[src/hw/thi_params.svh]
// Constants for the transport indication handler: codes, widths, reset values.
// Included by the package and the handler; holds definitions only.
`ifndef THI_PARAMS_SVH
`define THI_PARAMS_SVH

`define THI_ADDR_W        32
`define THI_OFFS_W        32
`define THI_CNT_W         32
`define THI_LEN_W         8
`define THI_CHAN_W        16
`define THI_TAG_W         16
`define THI_UID_W         16
`define THI_LUN_W         8
`define THI_CODE_W        8

// Return codes
`define THI_RC_SUCCESS    8'h00
`define THI_RC_FAILED     8'h01

// Message codes of the protocol frames
`define THI_MC_COMMAND    8'h01
`define THI_MC_STATUS     8'h02
`define THI_MC_RESPONSE   8'h03
`define THI_MC_ABORT_TASK 8'h30
`define THI_MC_ABORT_SET  8'h31
`define THI_MC_CLEAR_Q    8'h32
`define THI_MC_TGT_RESET  8'h33
`define THI_MC_CLEAR_ACA  8'h34

// Defaults and reset values
`define THI_NUM_LUN       8
`define THI_TBL_DEPTH     16
`define THI_ZERO_ADDR     32'h0000_0000
`define THI_ZERO_CNT      32'h0000_0000

`endif

[src/hw/thi_pkg.sv]
// Types for the transport indication handler.
// Widths come from thi_params.svh.
`include "thi_params.svh"

package thi_pkg;

    typedef enum logic [8:0] {
        KIND_NONE       = 9'h000,
        KIND_COMMAND    = 9'h001,
        KIND_STATUS     = 9'h002,
        KIND_ABORT_TASK = 9'h004,
        KIND_ABORT_SET  = 9'h008,
        KIND_CLEAR_ACA  = 9'h010,
        KIND_CLEAR_Q    = 9'h020,
        KIND_TGT_RESET  = 9'h040,
        KIND_RESPONSE   = 9'h080,
        KIND_UNKNOWN    = 9'h100
    } thi_kind_t;

    typedef struct packed {
        logic [`THI_CODE_W-1:0] control;
        logic [`THI_ADDR_W-1:0] buf_addr;
        logic [`THI_LEN_W-1:0]  length;
        logic [`THI_CODE_W-1:0] msg_code;
    } thi_msg_t;

    typedef struct packed {
        logic [`THI_TAG_W-1:0]  tag;
        logic [`THI_OFFS_W-1:0] offset;
        logic [`THI_CNT_W-1:0]  count;
    } thi_xreq_t;

    typedef struct packed {
        logic [`THI_CNT_W-1:0]  cmd_count;
        logic [`THI_ADDR_W-1:0] in_addr;
        logic [`THI_ADDR_W-1:0] out_addr;
    } thi_entry_t;

    typedef struct packed {
        logic [`THI_ADDR_W-1:0] buf_addr;
        logic [`THI_ADDR_W-1:0] start_addr;
        logic [`THI_CNT_W-1:0]  length;
        logic [`THI_CNT_W-1:0]  start_cnt;
        logic [`THI_CNT_W-1:0]  thresh_cnt;
    } thi_xfer_t;

    typedef struct packed {
        logic [`THI_TAG_W-1:0] tag;
        logic [`THI_UID_W-1:0] uid;
        logic [`THI_LUN_W-1:0] lun;
    } thi_conf_t;

endpackage : thi_pkg

[src/hw/thi_handler.sv]
// Transport indication handler: validates and dispatches received frames,
// checks read/write requests against the pending command table, maps data
// completions and runs quiesce. Inputs are synchronous to core_clk_in;
// each requester holds its valid until it sees ready_out high with it.
//
// Overview of operation
// - Validate every arrived frame before acting on its contents
// - Dispatch valid frames by message code to the matching handler
// - Transfer offset is carried as four bytes, relative to buffer base
// - Transfer count is four bytes, covering only the current request
// - Message length is one byte counting the frame data portion
// - Initiator channel is two bytes; the handler does not place it into the data addresses
// - Null command count or buffer address in table entry fails request
// - Offset plus count above command count fails request
// - Passing read returns data-in address, starts at address plus offset
// - Passing write returns data-out address, starts at address plus offset
// - Optional start and threshold counts let the transport throttle reads
// - Read-data-completed becomes data-sent confirmation with tag, source, lun
// - Write-data-completed becomes data-out-received confirmation
// - Quiesce issues abort-task-set for every supported logical unit
// - Quiesce fails if any abort reported failure, else succeeds
`timescale 1ns/1ns
`include "thi_params.svh"

module thi_handler #(
    parameter int NUM_LUN   = `THI_NUM_LUN,
    parameter int TBL_DEPTH = `THI_TBL_DEPTH
) (
    input  wire logic                   core_clk_in,
    input  wire logic                   rst_n_in,
    output logic                        ready_out,
    input  wire logic                   msg_valid_in,
    input  wire thi_pkg::thi_msg_t      msg_in,
    output logic                        validate_req_out,
    output thi_pkg::thi_msg_t           validate_msg_out,
    input  wire logic                   validate_done_in,
    input  wire logic                   validate_ok_in,
    output logic                        disp_valid_out,
    output thi_pkg::thi_kind_t          disp_kind_out,
    input  wire logic                   read_ind_in,
    input  wire logic                   write_ind_in,
    input  wire thi_pkg::thi_xreq_t     xreq_in,
    input  wire logic                   throttle_en_in,
    input  wire logic [`THI_CNT_W-1:0]  start_count_in,
    input  wire logic [`THI_CNT_W-1:0]  thresh_count_in,
    output logic                        xfer_valid_out,
    output thi_pkg::thi_xfer_t          xfer_out,
    input  wire logic                   tbl_wr_in,
    input  wire logic [`THI_TAG_W-1:0]  tbl_tag_in,
    input  wire thi_pkg::thi_entry_t    tbl_entry_in,
    input  wire logic                   read_done_in,
    input  wire logic                   write_done_in,
    input  wire thi_pkg::thi_conf_t     done_conf_in,
    output logic                        data_sent_out,
    output logic                        data_out_rcvd_out,
    output thi_pkg::thi_conf_t          conf_out,
    input  wire logic                   quiesce_in,
    output logic                        abort_set_req_out,
    output logic [`THI_LUN_W-1:0]       abort_lun_out,
    input  wire logic                   abort_set_done_in,
    input  wire logic                   abort_set_fail_in,
    output logic                        ret_valid_out,
    output logic [`THI_CODE_W-1:0]      ret_code_out
);

    localparam int IDX_W = (TBL_DEPTH > 1) ? $clog2(TBL_DEPTH) : 1;
    localparam logic [`THI_LUN_W-1:0] LAST_LUN = `THI_LUN_W'(NUM_LUN - 1);

    typedef enum logic [3:0] {
        ST_IDLE   = 4'b0001,
        ST_VALID  = 4'b0010,
        ST_LOOKUP = 4'b0100,
        ST_QWAIT  = 4'b1000
    } thi_state_t;

    // Pending command table, one entry per tag below TBL_DEPTH
    thi_pkg::thi_entry_t pending_command_table [TBL_DEPTH];

    genvar gi;
    generate
        for (gi = 0; gi < TBL_DEPTH; gi++) begin : g_tbl
            always_ff @(posedge core_clk_in) begin
                if (!rst_n_in) begin
                    pending_command_table[gi] <= '0;
                end else if (tbl_wr_in && tbl_tag_in == `THI_TAG_W'(gi)) begin
                    pending_command_table[gi] <= tbl_entry_in;
                end
            end
        end
    endgenerate

    thi_state_t          state_r,    state_nxt;
    logic                ready_r,    ready_nxt;
    logic                vreq_r,     vreq_nxt;
    thi_pkg::thi_msg_t   msg_r,      msg_nxt;
    logic                disp_r,     disp_nxt;
    thi_pkg::thi_kind_t  kind_r,     kind_nxt;
    thi_pkg::thi_xreq_t  xreq_r,     xreq_nxt;
    logic                is_wr_r,    is_wr_nxt;
    logic                xv_r,       xv_nxt;
    thi_pkg::thi_xfer_t  xfer_r,     xfer_nxt;
    logic                sent_r,     sent_nxt;
    logic                orcv_r,     orcv_nxt;
    thi_pkg::thi_conf_t  conf_r,     conf_nxt;
    logic                abrq_r,     abrq_nxt;
    logic [`THI_LUN_W-1:0] lun_r,    lun_nxt;
    logic                qfail_r,    qfail_nxt;
    logic                rv_r,       rv_nxt;
    logic [`THI_CODE_W-1:0] rc_r,    rc_nxt;

    thi_pkg::thi_entry_t ent;
    logic [`THI_CNT_W:0] end_pos;
    logic                tag_in_range;

    always_comb begin
        ent          = pending_command_table[xreq_r.tag[IDX_W-1:0]];
        end_pos      = {1'b0, xreq_r.offset} + {1'b0, xreq_r.count};
        tag_in_range = (32'(xreq_r.tag) < 32'(TBL_DEPTH));
        state_nxt = state_r;
        ready_nxt = 1'b0;
        vreq_nxt  = 1'b0;
        msg_nxt   = msg_r;
        disp_nxt  = 1'b0;
        kind_nxt  = kind_r;
        xreq_nxt  = xreq_r;
        is_wr_nxt = is_wr_r;
        xv_nxt    = 1'b0;
        xfer_nxt  = xfer_r;
        sent_nxt  = 1'b0;
        orcv_nxt  = 1'b0;
        conf_nxt  = conf_r;
        abrq_nxt  = 1'b0;
        lun_nxt   = lun_r;
        qfail_nxt = qfail_r;
        rv_nxt    = 1'b0;
        rc_nxt    = rc_r;
        case (state_r)
            ST_IDLE: begin
                ready_nxt = 1'b1;
                if (ready_r) begin
                    // Fixed priority, one accepted at a time
                    if (quiesce_in) begin
                        ready_nxt = 1'b0;
                        lun_nxt   = '0;
                        qfail_nxt = 1'b0;
                        abrq_nxt  = 1'b1;
                        state_nxt = ST_QWAIT;
                    end else if (msg_valid_in) begin
                        ready_nxt = 1'b0;
                        msg_nxt   = msg_in;
                        vreq_nxt  = 1'b1;
                        state_nxt = ST_VALID;
                    end else if (read_ind_in || write_ind_in) begin
                        ready_nxt = 1'b0;
                        xreq_nxt  = xreq_in;
                        is_wr_nxt = !read_ind_in;
                        state_nxt = ST_LOOKUP;
                    end else if (read_done_in) begin
                        ready_nxt = 1'b0;
                        sent_nxt  = 1'b1;
                        conf_nxt  = done_conf_in;
                    end else if (write_done_in) begin
                        ready_nxt = 1'b0;
                        orcv_nxt  = 1'b1;
                        conf_nxt  = done_conf_in;
                    end
                end
            end
            ST_VALID: begin
                if (validate_done_in) begin
                    state_nxt = ST_IDLE;
                    if (validate_ok_in) begin
                        disp_nxt = 1'b1;
                        case (msg_r.msg_code)
                            `THI_MC_COMMAND:    kind_nxt = thi_pkg::KIND_COMMAND;
                            `THI_MC_STATUS:     kind_nxt = thi_pkg::KIND_STATUS;
                            `THI_MC_ABORT_TASK: kind_nxt = thi_pkg::KIND_ABORT_TASK;
                            `THI_MC_ABORT_SET:  kind_nxt = thi_pkg::KIND_ABORT_SET;
                            `THI_MC_CLEAR_ACA:  kind_nxt = thi_pkg::KIND_CLEAR_ACA;
                            `THI_MC_CLEAR_Q:    kind_nxt = thi_pkg::KIND_CLEAR_Q;
                            `THI_MC_TGT_RESET:  kind_nxt = thi_pkg::KIND_TGT_RESET;
                            `THI_MC_RESPONSE:   kind_nxt = thi_pkg::KIND_RESPONSE;
                            default:            kind_nxt = thi_pkg::KIND_UNKNOWN;
                        endcase
                    end
                end
            end
            ST_LOOKUP: begin
                state_nxt = ST_IDLE;
                rv_nxt    = 1'b1;
                xfer_nxt.buf_addr = is_wr_r ? ent.out_addr : ent.in_addr;
                if (!tag_in_range || ent.cmd_count == `THI_ZERO_CNT
                        || xfer_nxt.buf_addr == `THI_ZERO_ADDR) begin
                    rc_nxt = `THI_RC_FAILED;
                end else if (end_pos > {1'b0, ent.cmd_count}) begin
                    rc_nxt = `THI_RC_FAILED;
                end else begin
                    rc_nxt = `THI_RC_SUCCESS;
                    xv_nxt = 1'b1;
                    xfer_nxt.start_addr = xfer_nxt.buf_addr + xreq_r.offset;
                    xfer_nxt.length     = xreq_r.count;
                    if (throttle_en_in && !is_wr_r) begin
                        xfer_nxt.start_cnt  = start_count_in;
                        xfer_nxt.thresh_cnt = thresh_count_in;
                    end else begin
                        xfer_nxt.start_cnt  = xreq_r.count;
                        xfer_nxt.thresh_cnt = `THI_ZERO_CNT;
                    end
                end
            end
            ST_QWAIT: begin
                if (abort_set_done_in) begin
                    qfail_nxt = qfail_r || abort_set_fail_in;
                    if (lun_r == LAST_LUN) begin
                        state_nxt = ST_IDLE;
                        rv_nxt    = 1'b1;
                        rc_nxt    = (qfail_r || abort_set_fail_in)
                                    ? `THI_RC_FAILED : `THI_RC_SUCCESS;
                    end else begin
                        lun_nxt  = lun_r + `THI_LUN_W'(1);
                        abrq_nxt = 1'b1;
                    end
                end
            end
            default: begin
                state_nxt = ST_IDLE;
            end
        endcase
    end

    always_ff @(posedge core_clk_in) begin
        if (!rst_n_in) begin
            state_r <= ST_IDLE;
            ready_r <= 1'b0;
            vreq_r  <= 1'b0;
            msg_r   <= '0;
            disp_r  <= 1'b0;
            kind_r  <= thi_pkg::KIND_NONE;
            xreq_r  <= '0;
            is_wr_r <= 1'b0;
            xv_r    <= 1'b0;
            xfer_r  <= '0;
            sent_r  <= 1'b0;
            orcv_r  <= 1'b0;
            conf_r  <= '0;
            abrq_r  <= 1'b0;
            lun_r   <= '0;
            qfail_r <= 1'b0;
            rv_r    <= 1'b0;
            rc_r    <= `THI_RC_SUCCESS;
        end else begin
            state_r <= state_nxt;
            ready_r <= ready_nxt;
            vreq_r  <= vreq_nxt;
            msg_r   <= msg_nxt;
            disp_r  <= disp_nxt;
            kind_r  <= kind_nxt;
            xreq_r  <= xreq_nxt;
            is_wr_r <= is_wr_nxt;
            xv_r    <= xv_nxt;
            xfer_r  <= xfer_nxt;
            sent_r  <= sent_nxt;
            orcv_r  <= orcv_nxt;
            conf_r  <= conf_nxt;
            abrq_r  <= abrq_nxt;
            lun_r   <= lun_nxt;
            qfail_r <= qfail_nxt;
            rv_r    <= rv_nxt;
            rc_r    <= rc_nxt;
        end
    end

    assign ready_out         = ready_r;
    assign validate_req_out  = vreq_r;
    assign validate_msg_out  = msg_r;
    assign disp_valid_out    = disp_r;
    assign disp_kind_out     = kind_r;
    assign xfer_valid_out    = xv_r;
    assign xfer_out          = xfer_r;
    assign data_sent_out     = sent_r;
    assign data_out_rcvd_out = orcv_r;
    assign conf_out          = conf_r;
    assign abort_set_req_out = abrq_r;
    assign abort_lun_out     = lun_r;
    assign ret_valid_out     = rv_r;
    assign ret_code_out      = rc_r;

endmodule : thi_handler

[config.mk]
export PLATFORM = sky130hd
export DESIGN_NAME = thi_handler
export DESIGN_NICKNAME = d
export VERILOG_FILES = /design/src/hw/thi_pkg.sv /design/src/hw/thi_handler.sv
export VERILOG_INCLUDE_DIRS = /design/src /design/src/hw
export SDC_FILE = /design/constraint.sdc
export NUM_CORES = 2
export LEC_CHECK = 0
export BUFFER_PORTS_ARGS = -buffer_cell sky130_fd_sc_hd__buf_4
export CAP_MARGIN = 20
export CORE_ASPECT_RATIO = 0.6
export CORE_UTILIZATION = 55
export DETAILED_ROUTE_END_ITERATION = 6
export PLACE_DENSITY = 0.72
export SETUP_SLACK_MARGIN = 0.4
export SYNTH_ARGS = -nofsm -noshare
export SYNTH_HDL_FRONTEND = slang
export SYNTH_SLANG_ARGS = --single-unit
[constraint.sdc]
create_clock -name core_clk_in -period 16.2 [get_ports core_clk_in]
set_clock_uncertainty 0.05 [all_clocks]
set_input_delay 1.62 -clock core_clk_in [delete_from_list [all_inputs] [get_ports core_clk_in]]
set_output_delay 1.62 -clock core_clk_in [all_outputs]
set_load 0.05 [all_outputs]
After elaboration in Yosys (flattened, before gate mapping)
Memories as Yosys holds them, arrays and structs flattened. A register that Yosys moved wholly into a read port is not among the register bits.
Index checks and enable logic that the tools add are counted.

operators by class
  $add $sub $neg = 3
  order comparisons = 2
  equal/unequal tests = 35
  muxes and demuxes = 114
  bitwise logic cells = 25
  reduce and logical (&&, ||, !) cells = 45

operators with widths
  kind                 number
  $mux 96              16
  $eq 16x4->1 const B  8
  $mux 40              2
  $mux 1               72
  $pmux 9 s8           1
  $eq 16x3->1 const B  4
  $logic_not 32->1     2
  $mux 64              1
  $mux 8               6
  $eq 8x6->1 const B   5
  $mux 4               9
  $add 32x32->33       1
  $gt 33x32->1         1
  $add 32x32->32       1
  $eq 16x2->1 const B  2
  $mux 32              1
  $pmux 8 s2           2
  $logic_and 1x1->1    17
  $eq 16x1->1 const B  1
  $eq 8x2->1 const B   2
  $logic_not 16->1     1
  $lt 16x5->1 const B  1
  $or 1x1->1           16
  $reduce_and 5->1     3
  other kinds (23)     49

word-level totals
  register bits after elaboration = 375
  bits in writable memories = 1536
  output and inout port bits = 289
  word-level logic and storage cells = 254
  memories = 1

memory list
  memory                 words  width  rd ports  clocked after memory_dff  wr ports  line               source
  pending_command_table  16     96     1         1                         16        thi_handler.sv:77  thi_pkg::thi_entry_t pending_command_table [TBL_DEPTH];

Longest topological paths before layout
  depth in word-level cells = 6
  mapped depth = 26

Least setup slack after synthesis
Ideal clock, no wire load.

  path type = input port to flip-flop
  start = input port tbl_tag_in[11]
  end = memory pending_command_table[1][0] in the netlist's numbering (enable)
  setup time = 0.683 ns
  arrival = 9.273 ns
  path slack = 6.194 ns
  stages on the path = 5
  path buffers = 1
  path through = nor4b_1 -> nand4_1 -> or3_1 -> clkbuf_1 -> o21ai_0

RTL lines
  element      line               source
  from (decl)  thi_handler.sv:49  input wire logic [`THI_TAG_W-1:0] tbl_tag_in,
  to (decl)    thi_handler.sv:77

==> metrics.txt <==
# TYPE chip_impl_metric gauge
chip_impl_info{name="outcome",value="complete, but fails checks"} 1
chip_impl_info{name="violations",value="design-rule violations"} 1
chip_impl_metric{name="fmax",unit="GHz"} 0.123
chip_impl_info{name="ys_top_cells_by_area",value="sky130_fd_sc_hd__edfxtp_1, sky130_fd_sc_hd__and2_1, sky130_fd_sc_hd__dfxtp_1"} 1
chip_impl_metric{name="first_global_vias",unit=""} 54100
chip_impl_metric{name="power_density",unit="mW/mm²"} 116
chip_impl_metric{name="layout.nets",unit=""} 7398
chip_impl_metric{name="drc_errors",unit=""} 3
chip_impl_metric{name="worst-endpoint-arrival",unit="ps"} 8820
chip_impl_info{name="hold_path_class",value="reg2reg"} 1
chip_impl_metric{name="die_x",unit="µm"} 514
chip_impl_metric{name="setup_slack",unit="ps"} 8060
chip_impl_metric{name="path_depth",unit=""} 17
chip_impl_metric{name="avgSynthCellArea",unit="µm²"} 13.3
chip_impl_metric{name="place_area",unit="mm²"} 0.0930
chip_impl_metric{name="crit_fanout",unit=""} 60
chip_impl_info{name="path_common_cell",value="sky130_fd_sc_hd__buf_4"} 1
chip_impl_metric{name="grt_ovf",unit=""} 0
chip_impl_metric{name="initial_core_util",unit=""} 0.555
chip_impl_metric{name="synth_top_cell_area_share",unit=""} 0.534
chip_impl_metric{name="yosysWarnings",unit=""} 0
chip_impl_metric{name="port_buffers",unit=""} 647
chip_impl_metric{name="worst_r2r_path_depth",unit=""} 17
chip_impl_metric{name="ys_ff_latch",unit=""} 1908
chip_impl_metric{name="hold_ws",unit="ps"} 402
chip_impl_metric{name="core.rowCount",unit=""} 112
chip_impl_info{name="crit_path_end_kind",value="flop"} 1
chip_impl_metric{name="report.final.slew_viol_count",unit=""} 0
chip_impl_metric{name="hold_path_stages",unit=""} 2
chip_impl_metric{name="transition_time_at_the_pin_with_the_least_slew_margin",unit="ps"} 1150
chip_impl_metric{name="setup-violations-final",unit=""} 0
chip_impl_metric{name="die_y",unit="µm"} 309
chip_impl_info{name="startpoint_type",value="flop"} 1
chip_impl_metric{name="cp_slowest_stage_delay",unit="ps"} 890
chip_impl_metric{name="finish.utilization",unit=""} 0.633
chip_impl_metric{name="synth_cell_type_count",unit=""} 71
chip_impl_info{name="largest_delay_contributor_family_on_the_critical_path",value="simple AND/OR/NAND/NOR gates"} 1
chip_impl_info{name="worst-setup-path-type",value="reg2reg"} 1
chip_impl_info{name="leading_area_contributor_after_synthesis",value="sky130_fd_sc_hd__edfxtp_1"} 1
chip_impl_metric{name="place_inst",unit=""} 8866
chip_impl_metric{name="vdd.ir_drop.worst",unit="µV"} 118
chip_impl_metric{name="final-hold-violation-count",unit=""} 0
chip_impl_info{name="yosys_most_used_dff",value="sky130_fd_sc_hd__edfxtp_1"} 1
chip_impl_info{name="leading_cell_type_by_number_of_instances_after_synthesis",value="sky130_fd_sc_hd__and2_1"} 1
chip_impl_metric{name="grt_start_max_net_pins",unit=""} 106
chip_impl_metric{name="final_design_area_no_fill",unit="mm²"} 0.0986
chip_impl_metric{name="track_usage",unit=""} 0.334
chip_impl_metric{name="max-cap-violations",unit=""} 0
chip_impl_info{name="critPathSlowestCell",value="sky130_fd_sc_hd__buf_4"} 1
chip_impl_metric{name="drt.antenna.violating_nets",unit=""} 0
chip_impl_info{name="tritoncts",value="yes"} 1
chip_impl_metric{name="insertion_delay",unit="ps"} 840
chip_impl_info{name="commonest_cells_in_the_netlist",value="sky130_fd_sc_hd__and2_1, sky130_fd_sc_hd__edfxtp_1, sky130_fd_sc_hd__nand2_1, sky130_fd_sc_hd__clkbuf_1, sky130_fd_sc_hd__dfxtp_1"} 1
chip_impl_metric{name="final.setup.tns",unit="ps"} 0
chip_impl_metric{name="synth_cells",unit=""} 6506
chip_impl_info{name="unrepaired_setup_endpoints_after_global_routing",value="no"} 1
chip_impl_metric{name="layout-drive-gt1-share",unit=""} 0.198
chip_impl_metric{name="global_route_wire_length_before_repair",unit="mm"} 381
chip_impl_metric{name="final_period_minus_worst_setup_slack",unit="ps"} 8140
chip_impl_metric{name="cts_post_setup_buffers_inserted",unit=""} 0
chip_impl_metric{name="finalCritPeriodShare",unit=""} 0.502
chip_impl_metric{name="critical_path_required",unit="ps"} 16880
chip_impl_metric{name="share_of_synthesized_area_occupied_by_flip_flops_and_latches",unit=""} 0.620
chip_impl_info{name="clk_root_buffer_cell",value="sky130_fd_sc_hd__clkbuf_16"} 1
chip_impl_metric{name="synth-edff-count",unit=""} 1536
chip_impl_metric{name="die_area",unit="mm²"} 0.159
chip_impl_metric{name="post_cts_resize_count",unit=""} 0
chip_impl_metric{name="coreArea",unit="mm²"} 0.156
chip_impl_metric{name="timing.slew.headroom",unit=""} 0.233
chip_impl_info{name="cp_cell_sequence",value="buf_4 -> buf_16 -> buf_4 -> mux4_2 -> a221oi_1 -> ha_1 -> nand2_1 -> or3_1 -> nor3_1 -> nand3_1 -> o21a_1 -> o221a_2 -> or4_1 -> nor3_2 -> buf_4 -> nand2_1 -> o22ai_1"} 1
chip_impl_metric{name="post_drt_wl_per_cell",unit="µm"} 29.4
chip_impl_metric{name="clockBufferDepth",unit=""} 3
chip_impl_metric{name="vias_per_cell",unit=""} 6.22
chip_impl_metric{name="finalNonFillerCells",unit=""} 9197
chip_impl_metric{name="finalWeightedCongestion",unit=""} 0.932
chip_impl_metric{name="total_power",unit="mW"} 11.4
chip_impl_metric{name="preCtsSetupSlack",unit="ps"} 7790
chip_impl_metric{name="detailroute.via_count",unit=""} 57200
chip_impl_metric{name="cts_made_buffers",unit=""} 172
chip_impl_metric{name="drt_iter0_markers",unit=""} 9072
chip_impl_metric{name="cts_htree_levels",unit=""} 4
chip_impl_metric{name="critical_path.n_buffers_inverters",unit=""} 4
chip_impl_metric{name="hpwlAfterDp",unit="mm"} 162
chip_impl_metric{name="area.growth.synth_to_final",unit="%"} 14.1
chip_impl_metric{name="grt_antenna_before_repair",unit=""} 32
chip_impl_metric{name="netlist_area",unit="mm²"} 0.0864
chip_impl_metric{name="first_pass_detailed_route_iteration_total",unit=""} 7
chip_impl_metric{name="hold_buffers",unit=""} 0
chip_impl_metric{name="ioPinCount",unit=""} 655
chip_impl_metric{name="asyncSetResetFlopFracSynth",unit=""} 0
chip_impl_metric{name="p_leak",unit="nW"} 35.0
chip_impl_metric{name="clkSinkCount",unit=""} 1908
chip_impl_metric{name="num-fill-cells",unit=""} 11500
chip_impl_metric{name="clkSlewWorstSetupHoldPaths",unit="ps"} 70
chip_impl_metric{name="route.final.wire_length",unit="mm"} 270
power by group:
part           internal, mW  switching [mW]  leakage (nW)
logic                 0.594            1.07          14.8
clock network          2.25            1.86          2.67
registers              5.52           0.139          17.6
worst paths after layout:
kind / end / slack [ps] / from
setup / recovery: xfer_out[116] / 8060 / flop
hold / removal: xreq_r[73] / 400 / xreq_r[73]
setup reg to reg: xfer_out[116] / 8060 / flop
hold reg to reg: xreq_r[73] / 400 / xreq_r[73]
metal layers:
metal  share of wire  up-vias  routed length [µm]  track usage
met5         0.00035        -                  94            0
met1            0.40    28800              108000        0.492
met4           0.025       14                6720       0.0898
met2            0.45     3598              120000        0.490
li1                -    24400                   -            -
met3            0.13      427               34700       0.0886
area by class of cell:
| type | count | area (µm²) | share of cell area |
|---|---|---|---|
| well taps | 2109 | 2640 | 0.0268 |
| clock buffers | 221 | 4650 | 0.0472 |
| clock inverters | 92 | 847 | 0.00859 |
| multi-input cells | 4038 | 30700 | 0.312 |
| diodes | 15 | 37.5 | 0.000381 |
| repair buffers | 772 | 5950 | 0.0603 |
| inverters | 42 | 165 | 0.00168 |
| flip-flops and latches | 1908 | 53600 | 0.543 |
registers in the layout, summed over array words and instances, names as in the netlist, named ones only:
register	cells
disp_kind_out	9
abort_lun_out	8
state_r	4
qfail_r	1
xfer_valid_out	1
validate_msg_out	56
ready_out	1
disp_valid_out	1
xreq_r	80
ret_valid_out	1
xfer_out	160
validate_req_out	1
pending_command_table	1536
ret_code_out	1
abort_set_req_out	1
conf_out	40
is_wr_r	1
data_out_rcvd_out	1
data_sent_out	1
cells by family (layout without fill, tap and decap cells):
| group | after synthesis | after routing | synth area share |
|---|---|---|---|
| other | 1 | 22 | 0.0000434 |
| flip-flops | 1908 | 1908 | 0.620 |
| multiplexers | 638 | 638 | 0.116 |
| XOR/XNOR | 61 | 61 | 0.00618 |
| buffers and inverters | 566 | 1127 | 0.0292 |
| AND/OR/NAND/NOR | 2562 | 2562 | 0.165 |
| adder cells (fa/ha/maj) | 98 | 98 | 0.0144 |
| AO/OA/AOI/OAI | 672 | 672 | 0.0495 |
cell usage in the layout (no fill, tap or decap), types with 67 or more instances in the layout:
cell type / count
sky130_fd_sc_hd__buf_4: 763
sky130_fd_sc_hd__nand2_1: 430
sky130_fd_sc_hd__nand3_1: 107
sky130_fd_sc_hd__nor2_1: 227
sky130_fd_sc_hd__mux2i_1: 319
sky130_fd_sc_hd__a22oi_1: 105
sky130_fd_sc_hd__a21oi_1: 298
sky130_fd_sc_hd__ha_1: 96
sky130_fd_sc_hd__dfxtp_1: 368
sky130_fd_sc_hd__clkbuf_16: 177
sky130_fd_sc_hd__a221oi_1: 67
sky130_fd_sc_hd__mux4_2: 287
sky130_fd_sc_hd__edfxtp_1: 1536
sky130_fd_sc_hd__and2_1: 1546
worst reg2reg max path, delay by kind of cell, from the launching register on:
| kind | cells | cell delay [ps] |
|---|---|---|
| and+or+nand+nor | 7 | 2550 |
| buffers and inverters | 4 | 2530 |
| AOI/OAI and AO/OA | 4 | 1120 |
| DFF | 1 | 880 |
| muxes | 1 | 650 |
| adders and majority gates | 1 | 240 |
No activity file was read; power rests on OpenSTA's default activity.
